`src/design/supply_monitor_pkg.sv`:
```
/*
 * Constants, register map and carrier types for the supply monitor one
 * event logic. Assumes a 250 MHz system clock and a byte-wide register port.
 */
package supply_monitor_pkg;

	typedef logic [31:0] addr_t;
	typedef logic [7:0] byte_t;

	// register port request, one cycle per access
	typedef struct packed {
		addr_t addr;
		byte_t wdata;
		logic wr;
		logic rd;
	} bus_req_s;

	// ****************************************
	// register offsets
	// ****************************************
	localparam addr_t EVENT_CTRL_ADDR = 32'h000800e0;
	localparam addr_t STATUS_ADDR = 32'h000800e1;
	localparam addr_t CMP_CTRL_ADDR = 32'h0008c297;
	localparam addr_t LEVEL_ADDR = 32'h0008c298;
	localparam addr_t CTRL_ZERO_ADDR = 32'h000800d0;
	localparam addr_t PROTECT_ADDR = 32'h000800d4;
	localparam addr_t IRQ_STAT_ADDR = 32'h000800d8;
	localparam addr_t IRQ_MASK_ADDR = 32'h000800d9;

	// ****************************************
	// field positions
	// ****************************************
	localparam int COND_LSB = 0;
	localparam int TYPE_BIT = 2;
	localparam int DET_BIT = 0;
	localparam int MON_BIT = 1;
	localparam int DETECT_EN_BIT = 5;
	localparam int REQ_EN_BIT = 0;
	localparam int CMP_OUT_EN_BIT = 2;
	localparam int RESET_MODE_BIT = 6;
	localparam int RESTART_SEL_BIT = 7;
	localparam int PROTECT_BIT = 3;
	localparam int EV_CROSS_BIT = 0;
	localparam int EV_SETTLED_BIT = 1;
	localparam int EV_RESTART_BIT = 2;
	localparam int IRQ_BITS = 3;

	// event condition codes
	localparam logic [1:0] COND_RISE = 2'h0;
	localparam logic [1:0] COND_DROP = 2'h1;
	localparam logic [1:0] COND_BOTH = 2'h2;
	localparam logic [1:0] COND_BAD = 2'h3;

	// legal threshold codes
	localparam logic [3:0] LEVEL_MIN = 4'h4;
	localparam logic [3:0] LEVEL_MAX = 4'hd;
	localparam int LEVEL_COUNT = 10;

	// ****************************************
	// values after reset
	// ****************************************
	localparam byte_t EVENT_CTRL_RESET = 8'h00;
	localparam logic [3:0] LEVEL_RESET = 4'h4;
	localparam logic [2:0] IRQ_RESET = 3'h0;

	// ****************************************
	// timing
	// ****************************************
	localparam int CLK_MHZ = 250;
	localparam int SETTLE_TIME_US = 100;
	localparam int RESTART_TIME_US = 1000;
	localparam int SETTLE_CYCLES = SETTLE_TIME_US * CLK_MHZ;
	localparam int RESTART_CYCLES = RESTART_TIME_US * CLK_MHZ;
	localparam int CLEAR_DELAY_CYCLES = 2;

endpackage

```
`src/design/delay_timer.sv`:
```
/*
 * Down counter giving a one-cycle done pulse a fixed number of cycles
 * after start. Assumes start and abort come from the same clock domain.
 */
`timescale 1ns/1ns
module delay_timer #(
	parameter int CYCLES = 16,
	parameter int CNT_W = 32
) (
	input wire logic clock, // system clock
	input wire logic sys_rst, // synchronous reset
	input wire logic start, // (re)load the count
	input wire logic abort, // stop without done
	output logic busy, // counting
	output logic done // one-cycle end pulse
);

	localparam logic [CNT_W-1:0] LOAD = CNT_W'(CYCLES);

	logic [CNT_W-1:0] count_q;

	always_ff @(posedge clock) begin
		if (sys_rst) begin
			count_q <= '0;
			busy <= 1'b0;
			done <= 1'b0;
		end else begin
			done <= 1'b0;
			if (abort) begin
				busy <= 1'b0;
				count_q <= '0;
			end else if (start) begin
				busy <= 1'b1;
				count_q <= LOAD;
			end else if (busy) begin
				if (count_q <= CNT_W'(1)) begin
					busy <= 1'b0;
					done <= 1'b1;
					count_q <= '0;
				end else begin
					count_q <= count_q - CNT_W'(1);
				end
			end
		end
	end

endmodule

```
`src/design/supply_monitor_one.sv`:
```
/*
 * Digital control and status of supply monitor one: threshold select,
 * crossing detection, sticky passage flag, level flag, interrupt or reset
 * request with restart timing, and a local interrupt status block.
 * Assumes an analog comparator giving an asynchronous above-threshold level.
 */
// Notes on behaviour
// - threshold chosen from ten levels by level register
// - condition field picks rise, drop or both
// - type bit: zero non-maskable, one maskable
// - reserved bits read zero, software writes zero
// - writes need the protect write-enable bit; irq status and irq mask writes here do not check it
// - passage flag set on crossing, clear by zero
// - cleared flag reads zero two clocks later
// - level flag zero below, one above or disabled
// - passage flag works only when both enables set
// - level flag follows comparator only when both enabled
// - reset mode holds reset below, timed restart; with restart select set, reset ends after the timer even while below
// - enable bit five, circuit waits settling delay
// - level field bits three to zero, codes four-thirteen
`timescale 1ns/1ns
module supply_monitor_one
	import supply_monitor_pkg::*;
#(
	parameter int SETTLE_CNT = SETTLE_CYCLES,
	parameter int RESTART_CNT = RESTART_CYCLES,
	parameter int CNT_W = 32
) (
	input wire logic clock, // system clock
	input wire logic sys_rst, // synchronous reset
	input wire bus_req_s bus_req, // register access request
	output byte_t rd_data, // read data, cycle after read
	input wire logic cmp_above, // comparator: supply at or above
	output logic detect_enable, // comparator power enable
	output logic [3:0] threshold_level, // selected threshold code
	output logic nmi_req, // non-maskable request pulse
	output logic irq_req, // maskable request pulse
	output logic reset_req, // monitor reset request level
	output logic irq // local interrupt level
);

	typedef enum {RST_IDLE, RST_HOLD, RST_WAIT} rst_state_e;

	// ****************************************
	// decode helpers
	// ****************************************
	function automatic logic hit(input bus_req_s r, input addr_t a);
		return r.addr == a;
	endfunction

	function automatic logic level_legal(input logic [3:0] c);
		return (c >= LEVEL_MIN) && (c <= LEVEL_MAX);
	endfunction

	// ****************************************
	// registers
	// ****************************************
	logic [1:0] cond_q;
	logic type_q;
	logic prot_q;
	logic req_en_q;
	logic cmp_out_en_q;
	logic reset_mode_q;
	logic restart_sel_q;
	logic det_flag_q;
	logic [1:0] clr_pipe_q;
	logic [IRQ_BITS-1:0] irq_stat_q;
	logic [IRQ_BITS-1:0] irq_mask_q;
	logic cmp_meta_q;
	logic cmp_sync_q;
	logic prev_level_q;
	logic prev_active_q;
	logic settled_q;
	logic enable_prev_q;
	rst_state_e rst_state_q;

	logic wr_ok;
	logic active;
	logic rise_evt;
	logic drop_evt;
	logic cross_evt;
	logic settle_done;
	logic restart_done;
	logic restart_start;
	logic restart_abort;
	logic restart_evt;
	logic mon_level;
	logic [IRQ_BITS-1:0] irq_set;

	assign wr_ok = bus_req.wr && prot_q;
	assign active = detect_enable && settled_q && cmp_out_en_q;
	assign mon_level = active ? cmp_sync_q : 1'b1;
	assign rise_evt = active && prev_active_q && !prev_level_q && cmp_sync_q;
	assign drop_evt = active && prev_active_q && prev_level_q && !cmp_sync_q;

	always_comb begin
		case (cond_q)
			COND_RISE: cross_evt = rise_evt;
			COND_DROP: cross_evt = drop_evt;
			COND_BOTH: cross_evt = rise_evt || drop_evt;
			default: cross_evt = 1'b0;
		endcase
	end

	// ****************************************
	// comparator synchroniser
	// ****************************************
	always_ff @(posedge clock) begin
		if (sys_rst) begin
			cmp_meta_q <= 1'b1;
			cmp_sync_q <= 1'b1;
		end else begin
			cmp_meta_q <= cmp_above;
			cmp_sync_q <= cmp_meta_q;
		end
	end

	always_ff @(posedge clock) begin
		if (sys_rst) begin
			prev_level_q <= 1'b1;
			prev_active_q <= 1'b0;
		end else begin
			prev_level_q <= cmp_sync_q;
			prev_active_q <= active;
		end
	end

	// ****************************************
	// software-written control
	// ****************************************
	always_ff @(posedge clock) begin
		if (sys_rst) begin
			cond_q <= EVENT_CTRL_RESET[1:0];
			type_q <= EVENT_CTRL_RESET[TYPE_BIT];
		end else if (wr_ok && hit(bus_req, EVENT_CTRL_ADDR)) begin
			if (bus_req.wdata[COND_LSB+:2] != COND_BAD) begin
				cond_q <= bus_req.wdata[COND_LSB+:2];
			end
			type_q <= bus_req.wdata[TYPE_BIT];
		end
	end

	always_ff @(posedge clock) begin
		if (sys_rst) begin
			threshold_level <= LEVEL_RESET;
		end else if (wr_ok && hit(bus_req, LEVEL_ADDR)) begin
			if (level_legal(bus_req.wdata[3:0])) begin
				threshold_level <= bus_req.wdata[3:0];
			end
		end
	end

	always_ff @(posedge clock) begin
		if (sys_rst) begin
			detect_enable <= 1'b0;
		end else if (wr_ok && hit(bus_req, CMP_CTRL_ADDR)) begin
			detect_enable <= bus_req.wdata[DETECT_EN_BIT];
		end
	end

	always_ff @(posedge clock) begin
		if (sys_rst) begin
			req_en_q <= 1'b0;
			cmp_out_en_q <= 1'b0;
			reset_mode_q <= 1'b0;
			restart_sel_q <= 1'b0;
		end else if (wr_ok && hit(bus_req, CTRL_ZERO_ADDR)) begin
			req_en_q <= bus_req.wdata[REQ_EN_BIT];
			cmp_out_en_q <= bus_req.wdata[CMP_OUT_EN_BIT];
			reset_mode_q <= bus_req.wdata[RESET_MODE_BIT];
			restart_sel_q <= bus_req.wdata[RESTART_SEL_BIT];
		end
	end

	// protect register itself is always writable
	always_ff @(posedge clock) begin
		if (sys_rst) begin
			prot_q <= 1'b0;
		end else if (bus_req.wr && hit(bus_req, PROTECT_ADDR)) begin
			prot_q <= bus_req.wdata[PROTECT_BIT];
		end
	end

	// ****************************************
	// settling delay after enable
	// ****************************************
	always_ff @(posedge clock) begin
		if (sys_rst) begin
			enable_prev_q <= 1'b0;
			settled_q <= 1'b0;
		end else begin
			enable_prev_q <= detect_enable;
			if (!detect_enable) begin
				settled_q <= 1'b0;
			end else if (settle_done) begin
				settled_q <= 1'b1;
			end
		end
	end

	delay_timer #(
		.CYCLES(SETTLE_CNT),
		.CNT_W(CNT_W)
	) settle_timer (
		.clock(clock),
		.sys_rst(sys_rst),
		.start(detect_enable && !enable_prev_q),
		.abort(!detect_enable),
		.busy(),
		.done(settle_done)
	);

	// ****************************************
	// passage flag
	// ****************************************
	always_ff @(posedge clock) begin
		if (sys_rst) begin
			det_flag_q <= 1'b0;
			clr_pipe_q <= 2'h0;
		end else begin
			clr_pipe_q <= {clr_pipe_q[0], 1'b0};
			if (wr_ok && hit(bus_req, STATUS_ADDR) && !bus_req.wdata[DET_BIT]) begin
				clr_pipe_q <= 2'h1;
			end
			if (cross_evt) begin
				det_flag_q <= 1'b1;
				clr_pipe_q <= 2'h0;
			end else if (clr_pipe_q[CLEAR_DELAY_CYCLES-1]) begin
				det_flag_q <= 1'b0;
			end
		end
	end

	// ****************************************
	// interrupt requests
	// ****************************************
	always_ff @(posedge clock) begin
		if (sys_rst) begin
			nmi_req <= 1'b0;
			irq_req <= 1'b0;
		end else begin
			nmi_req <= cross_evt && req_en_q && !reset_mode_q && !type_q;
			irq_req <= cross_evt && req_en_q && !reset_mode_q && type_q;
		end
	end

	// ****************************************
	// reset request and restart timing
	// ****************************************
	assign restart_start = (rst_state_q == RST_HOLD) && (restart_sel_q ? 1'b1 : cmp_sync_q);
	assign restart_abort = (rst_state_q == RST_WAIT) && !restart_sel_q && !cmp_sync_q;
	assign restart_evt = (rst_state_q == RST_WAIT) && restart_done && !restart_abort;

	always_ff @(posedge clock) begin
		if (sys_rst) begin
			rst_state_q <= RST_IDLE;
			reset_req <= 1'b0;
		end else begin
			case (rst_state_q)
				RST_IDLE: begin
					if (reset_mode_q && req_en_q && drop_evt) begin
						rst_state_q <= RST_HOLD;
						reset_req <= 1'b1;
					end
				end
				RST_HOLD: begin
					if (restart_start) begin
						rst_state_q <= RST_WAIT;
					end
				end
				RST_WAIT: begin
					if (restart_abort) begin
						rst_state_q <= RST_HOLD;
					end else if (restart_done) begin
						rst_state_q <= RST_IDLE;
						reset_req <= 1'b0;
					end
				end
				default: begin
					rst_state_q <= RST_IDLE;
					reset_req <= 1'b0;
				end
			endcase
		end
	end

	delay_timer #(
		.CYCLES(RESTART_CNT),
		.CNT_W(CNT_W)
	) restart_timer (
		.clock(clock),
		.sys_rst(sys_rst),
		.start(restart_start),
		.abort(restart_abort),
		.busy(),
		.done(restart_done)
	);

	// ****************************************
	// local interrupt status and mask
	// ****************************************
	assign irq_set = {restart_evt, settle_done, cross_evt};

	always_ff @(posedge clock) begin
		if (sys_rst) begin
			irq_stat_q <= IRQ_RESET;
		end else begin
			if (bus_req.wr && hit(bus_req, IRQ_STAT_ADDR)) begin
				irq_stat_q <= (irq_stat_q & ~bus_req.wdata[IRQ_BITS-1:0]) | irq_set;
			end else begin
				irq_stat_q <= irq_stat_q | irq_set;
			end
		end
	end

	always_ff @(posedge clock) begin
		if (sys_rst) begin
			irq_mask_q <= IRQ_RESET;
		end else if (bus_req.wr && hit(bus_req, IRQ_MASK_ADDR)) begin
			irq_mask_q <= bus_req.wdata[IRQ_BITS-1:0];
		end
	end

	always_ff @(posedge clock) begin
		if (sys_rst) begin
			irq <= 1'b0;
		end else begin
			irq <= |(irq_stat_q & irq_mask_q);
		end
	end

	// ****************************************
	// read data
	// ****************************************
	always_ff @(posedge clock) begin
		if (sys_rst) begin
			rd_data <= 8'h00;
		end else if (!bus_req.rd) begin
			rd_data <= 8'h00;
		end else begin
			case (bus_req.addr)
				EVENT_CTRL_ADDR: rd_data <= {5'h00, type_q, cond_q};
				STATUS_ADDR: rd_data <= {6'h00, mon_level, det_flag_q};
				CMP_CTRL_ADDR: rd_data <= 8'(detect_enable) << DETECT_EN_BIT;
				LEVEL_ADDR: rd_data <= {4'h0, threshold_level};
				CTRL_ZERO_ADDR: rd_data <= {restart_sel_q, reset_mode_q, 3'h0,
					cmp_out_en_q, 1'b0, req_en_q};
				PROTECT_ADDR: rd_data <= 8'(prot_q) << PROTECT_BIT;
				IRQ_STAT_ADDR: rd_data <= {5'h00, irq_stat_q};
				IRQ_MASK_ADDR: rd_data <= {5'h00, irq_mask_q};
				default: rd_data <= 8'h00;
			endcase
		end
	end

endmodule

```
`config.mk`:
```
export PLATFORM = sky130hd
export DESIGN_NAME = supply_monitor_one
export DESIGN_NICKNAME = d
export VERILOG_FILES = /design/src/design/supply_monitor_pkg.sv /design/src/design/delay_timer.sv /design/src/design/supply_monitor_one.sv
export SDC_FILE = /design/constraint.sdc
export NUM_CORES = 1
export LEC_CHECK = 0
export BUFFER_PORTS_ARGS = -buffer_cell sky130_fd_sc_hd__clkbuf_2
export CORE_MARGIN = 2
export CORE_UTILIZATION = 30
export CTS_BUF_LIST = sky130_fd_sc_hd__clkbuf_16
export CTS_CLUSTER_DIAMETER = 30
export CTS_CLUSTER_SIZE = 16
export DETAILED_ROUTE_END_ITERATION = 10
export GPL_ROUTABILITY_DRIVEN = 0
export REMOVE_ABC_BUFFERS = 1
export SYNTH_ARGS = -nofsm -noshare
export SYNTH_HDL_FRONTEND = slang
export SYNTH_HIERARCHICAL = 1
export SYNTH_SLANG_ARGS = --single-unit
```
`constraint.sdc`:
```
create_clock -name clock -period 3.4 [get_ports clock]
set_clock_uncertainty 0.2 [all_clocks]
set_input_delay 0.51 -clock clock [delete_from_list [all_inputs] [get_ports clock]]
set_output_delay 0.51 -clock clock [all_outputs]
set_load 0.05 [all_outputs]
```
# After elaboration in Yosys (flattened, before gate mapping)

Index checks and enable logic that the tools add are counted.

Memories kept: 0
Latch bits: 0
Flip-flop bits (word level): 140
RAM bits: 0
Output and inout port bits: 17
Memory bits (read-only): 0
Logic and storage cells: 159
Input bits: 45

Add/subtract/negate cells: 2
Eq/ne operators: 20
Bitwise operators: 10
Div/mod/pow operators: 0
Multipliers: 0
Multiplexer cells: 31
Shifts and indexed selects: 0
Reductions and logical operators: 58
$lt $le $gt $ge: 4

Operator list:

| operator                                                                          | count |
|---|---|
| 32-bit by 20-bit equality test with 1-bit output, second input constant           | 8 |
| 32-bit 2-to-1 mux                                                                 | 6 |
| 32-bit case mux with 3 select lines                                               | 1 |
| 32-bit by 2-bit equality test with 1-bit output, second input constant            | 2 |
| 32-bit by 1-bit less-or-equal comparator with 1-bit output, second input constant | 2 |
| 8-bit case mux with 8 select lines                                                | 1 |
| 32-bit by 1-bit subtractor with 32-bit output, second input constant              | 2 |
| 18-bit 2-to-1 mux                                                                 | 2 |
| 32-bit by 1-bit equality test with 1-bit output, second input constant            | 1 |
| 32-bit by 3-bit equality test with 1-bit output, second input constant            | 1 |
| 32-bit logical NOT                                                                | 1 |
| 1-bit logical AND                                                                 | 30 |
| 15-bit 2-to-1 mux                                                                 | 2 |
| 1-bit 2-to-1 mux                                                                  | 16 |
| 3-bit OR reduction                                                                | 4 |
| 1-bit logical NOT                                                                 | 8 |
| 2-bit inequality test, second input constant                                      | 4 |
| 2-bit OR reduction                                                                | 4 |
| 4-bit OR reduction                                                                | 2 |
| 3-bit AND                                                                         | 2 |
| 3-bit bitwise OR                                                                  | 2 |
| 1-bit case mux with 3 select lines                                                | 2 |
| 2-bit nonzero test                                                                | 3 |
| 1-bit NOT                                                                         | 5 |
| other kinds (13)                                                                  | 14 |

# Depth between registers and ports, before layout

Word-level depth: 10
Mapped depth: 8
Gate-level depth less buffers: 7

# Hierarchy

Netlist, hierarchy kept.

By module, submodules not included:

| module                       | instances | cells an instance | area an instance (µm²) |
|---|---|---|---|
| supply_monitor_one           | 1         | 216               | 1935.6 |
| delay_timer at restart_timer | 1         | 196               | 1739.2 |
| delay_timer at settle_timer  | 1         | 203               | 1724.2 |

# Worst setup path after synthesis

No wires, ideal clock.

Kind: input to register
From: in bus_req[19] (netlist bit)
To: reg cmp_out_en_q
Arrival: 2.262 ns
Setup slack: 0.810 ns
Buffers on the path: 0
Setup time: 0.128 ns
Stages: 5
Required time: 3.072 ns
Cell sequence: or4_4 -> or4_4 -> nor4b_4 -> mux2i_1 -> nor2_1

Word-level cells in the longest chain between the ends: 2

Ends and longest elaborated chain:

| element                                          | line                      | RTL |
|---|---|---|
| from (decl)                                      | supply_monitor_one.sv:31  | `input wire bus_req_s bus_req,` |
| 32-bit by 20-bit equality test with 1-bit output | supply_monitor_one.sv:48  | `return r.addr == a;` |
| 1-bit logical AND                                | supply_monitor_one.sv:167 | `end else if (wr_ok && hit(bus_req, CTRL_ZERO_ADDR)) begin` |
| to (signal assigned)                             | supply_monitor_one.sv:169 | `cmp_out_en_q <= bus_req.wdata[CMP_OUT_EN_BIT];` |
| to (decl)                                        | supply_monitor_one.sv:62  | `logic cmp_out_en_q;` |

Every way passes these cells.
A chain may end at the register's enable or synchronous reset.

# Worst setup path after layout

From: reg settle_timer.count_q[15]
To: reg settle_timer.count_q[3]

Word-level cells in the longest chain between the ends: 4

Ends and longest elaborated chain:

| element                                                    | line              | RTL |
|---|---|---|
| from (decl)                                                | delay_timer.sv:20 | `logic [CNT_W-1:0] count_q;` |
| from (signal assigned)                                     | delay_timer.sv:41 | `count_q <= count_q - CNT_W'(1);` |
| 32-bit by 1-bit less-or-equal comparator with 1-bit output | delay_timer.sv:36 | `if (count_q <= CNT_W'(1)) begin` |
| 32-bit 2-to-1 mux                                          | delay_timer.sv:36 |  |
| 15-bit 2-to-1 mux                                          | delay_timer.sv:35 | `end else if (busy) begin` |
| 15-bit 2-to-1 mux                                          | delay_timer.sv:32 | `end else if (start) begin` |

Every way passes these cells. The select of a mux whose other input is x is not followed.

==> results by group <==
Outcome
  – Outcome: completed

Pwr
  – Pwr Total: 2.48 mW
  – Sw Pwr: 532 µW
  – Clk network pwr share: 0.450
  – Lkg Pwr: 2.40 nW
  – Gate power share: 0.034
  – Pwr/cell area: 398 mW/mm²
  – Sw Share: 0.214
  – Flop pwr share: 0.515
  – Worst VDD drop: 0.000293 V
  – Int Pwr: 1.95 mW

Drt
  – Vias per inst: 5.05
  – Antenna viol nets, final: 0
  – Pre-Repair DR Iteration Count: 4
  – Vias: 4,587
  – DRT Wirelength: 12,300 µm
  – 1st-iter DRT viols: 231
  – Final routed DRC violation total: 0
  – Drt wl/cell: 13.5 µm

Final layout
  – Share of cells above drive strength 1: 0.183
  – Layout area overhead: 15.7%
  – Diodes inserted: 0
  – Final-stage net count: 723
  – Commonest non-fill, non-tap cell in the layout: dfxtp_1
  – Most frequent cells in the layout: dfxtp_1, nor2_1, clkbuf_2

Critical path
  – R2r endpoint: settle_timer/count_q[3]$_SDFFE_PP0P_
  – CP Class: reg -> reg
  – Cell Chain, Critical Path: or4_1 -> nor4_1 -> nand4_1 -> buf_4 -> a221oi_1 -> nor2_1
  – CP Capture Type: flip-flop
  – CP startpoint: settle_timer/count_q[15]$_SDFFE_PP0P_
  – Worst R2R Start: settle_timer/count_q[15]$_SDFFE_PP0P_
  – Register-to-register setup slack: 0.73 ns
  – Startpoint Class: flip-flop
  – Critical Path RT: 3.44 ns
  – Worst R2R Path Depth: 6
  – Crit path to: settle_timer/count_q[3]$_SDFFE_PP0P_
  – CP max FO: 8
  – CP peak stage delay: 0.59 ns
  – CP Data Arrival Time: 2.71 ns
  – Critical path's slowest cell: nor4_1

Hold path
  – Min-Delay Path Class: in -> reg
  – Hold Startpoint: cmp_above

Yosys
  – Seq/Total Area, Yosys: 0.404
  – Ys async rst share: 0
  – Yosys warns: 6
  – Avg Synthesized Cell Area: 8.78 µm²
  – Gate Count Post-Synth: 615
  – Flop and latch count out of synthesis: 109
  – Top_reg_cell synth: dfxtp_1
  – Post-synthesis cell type count: 69
  – Post-synthesis cell area: 0.00540 mm²
  – Post-synth EDFFs: 0

Clock network
  – CTS clk-pin slew, worst paths: 0.07 ns
  – Clk_lat worst skew: 0.36 ns
  – CTS max path bufs: 2
  – Htree depth: 3
  – CTS tree: done
  – Post-CTS Setup Bufs: 0
  – Root Buffer: clkbuf_16
  – Post_cts resized: 0
  – Cts hold-fix bufs: 0
  – CTS Buf Count: 9
  – CTS Sinks: 109

Place
  – Post-DP HPWL: 9030 µm
  – Setup WS pre-CTS: 0.543 ns
  – Port buffer count: 59

GRT
  – Total grt overflow: 0
  – Initial antenna violation count: 0
  – Largest net degree at the start of global routing: 25
  – Global-route usage over all layers: 0.131
  – First-pass GRT wire length: 21,200 µm
  – Number of global-route vias before repair: 4,440

Timing
  – Slew HR: 0.555
  – RSZ-0062 raised after global routing: no
  – Worst setup margin: 0.730 ns
  – Fin. max-slew vios: 0
  – Crit path time final: 2.67 ns
  – Setup violations, final: 0
  – Setup_tns: 0 ns
  – Crit share post-route: 0.785
  – Hold Vio Cnt, Final: 0
  – Fmax: 374 MHz
  – Worst-margin pin slew: 0.662 ns

Job
  – Max Cap Viol: 0

Die
  – IO Count: 62
  – Die X: 138 µm
  – DIE AREA: 0.0191 mm²
  – Starting Density: 0.304
  – Rows: 49
  – Die Y: 138 µm
  – Core area: 0.0178 mm²
[registers in the layout, indices dropped and copies added (netlist names), 2 cells and up]
signal,count
clr_pipe_q,2
cond_q,2
irq_mask_q,3
irq_stat_q,3
rd_data,7
restart_timer/count_q,32
rst_state_q,2
settle_timer/count_q,32
threshold_level,4
[worst min path at each step]
stage,depth (start not counted),slack [ns],end
floorplan,1,0.19,cmp_sync_q$_SDFF_PP1_
global placement,1,0.20,cmp_sync_q$_SDFF_PP1_
detailed placement,1,0.20,cmp_sync_q$_SDFF_PP1_
CTS,2,0.13,cmp_meta_q$_SDFF_PP1_
global route,2,0.15,cmp_meta_q$_SDFF_PP1_
finish,2,0.14,cmp_meta_q$_SDFF_PP1_
[metal layers]
metal | global-route usage | wire length [µm] | up-vias
li1 | - | - | 2314
met1 | 0.172 | 5930 | 2149
met2 | 0.214 | 5510 | 104
met3 | 0.0239 | 513 | 20
met4 | 0.0553 | 305 | 0
met5 | 0 | 0 | -
[worst max-delay path: cells and delay by family (launching register included)]
family	cells	cell delay, ns
flops	1	0.33
buf+inv	1	0.25
simple gates	4	1.53
compound gates	1	0.25
[logic make-up after synthesis]
family / after synthesis / share of synthesized area
AND/OR/NAND/NOR: 331 / 0.356
flip-flops: 109 / 0.404
buffers and inverters: 33 / 0.0322
multiplexers: 16 / 0.0301
other: 1 / 0.000695
adder cells (fa/ha/maj): 4 / 0.00927
AO/OA/AOI/OAI: 69 / 0.0832
XOR/XNOR: 52 / 0.0844
[per-stage QoR]
stage / area, µm² / hold slack [ns] / instances / util
floorplan: 5270 / 0.189 / 593 / -
global placement: 5930 / 0.200 / 892 / 0.334
detailed placement: 5930 / 0.199 / 892 / 0.334
CTS: 6250 / 0.132 / 908 / 0.351
global route: 6250 / 0.151 / 908 / 0.351
finish: 6250 / 0.142 / 908 / 0.351
[synthesized netlist by cell type (12+ instances only)]
cell type	number	area share
nor4_1	23	0.027
nand2b_1	12	0.014
nand2_1	34	0.024
nor2_1	104	0.072
nand4_1	15	0.017
mux2i_1	14	0.026
xnor2_1	21	0.034
xor2_1	31	0.050
nand3_1	23	0.021
or4_1	12	0.017
a21oi_1	25	0.023
dfxtp_1	109	0.40
nor3_1	26	0.024
[power by group through the flow]
stage	Sequential [mW]	Combinational [mW]	Clock [mW]
floorplan	1.31	0.0287	0
global placement	1.31	0.0857	0
detailed placement	1.31	0.0857	0
CTS	1.28	0.0861	1.16
global route	1.28	0.0948	1.20
finish	1.28	0.0854	1.12
[final cells by class]
class	count	area, µm²
Clock inverter	7	91.3
Fill cell	1849	11500
Tap cell	229	287
Sequential cell	109	2180
Inverter	11	41.3
Timing Repair Buffer	70	378
Multi-Input combinational cell	473	3040
Clock buffer	9	225
Note: power is estimated with default switching activity, not from simulation.
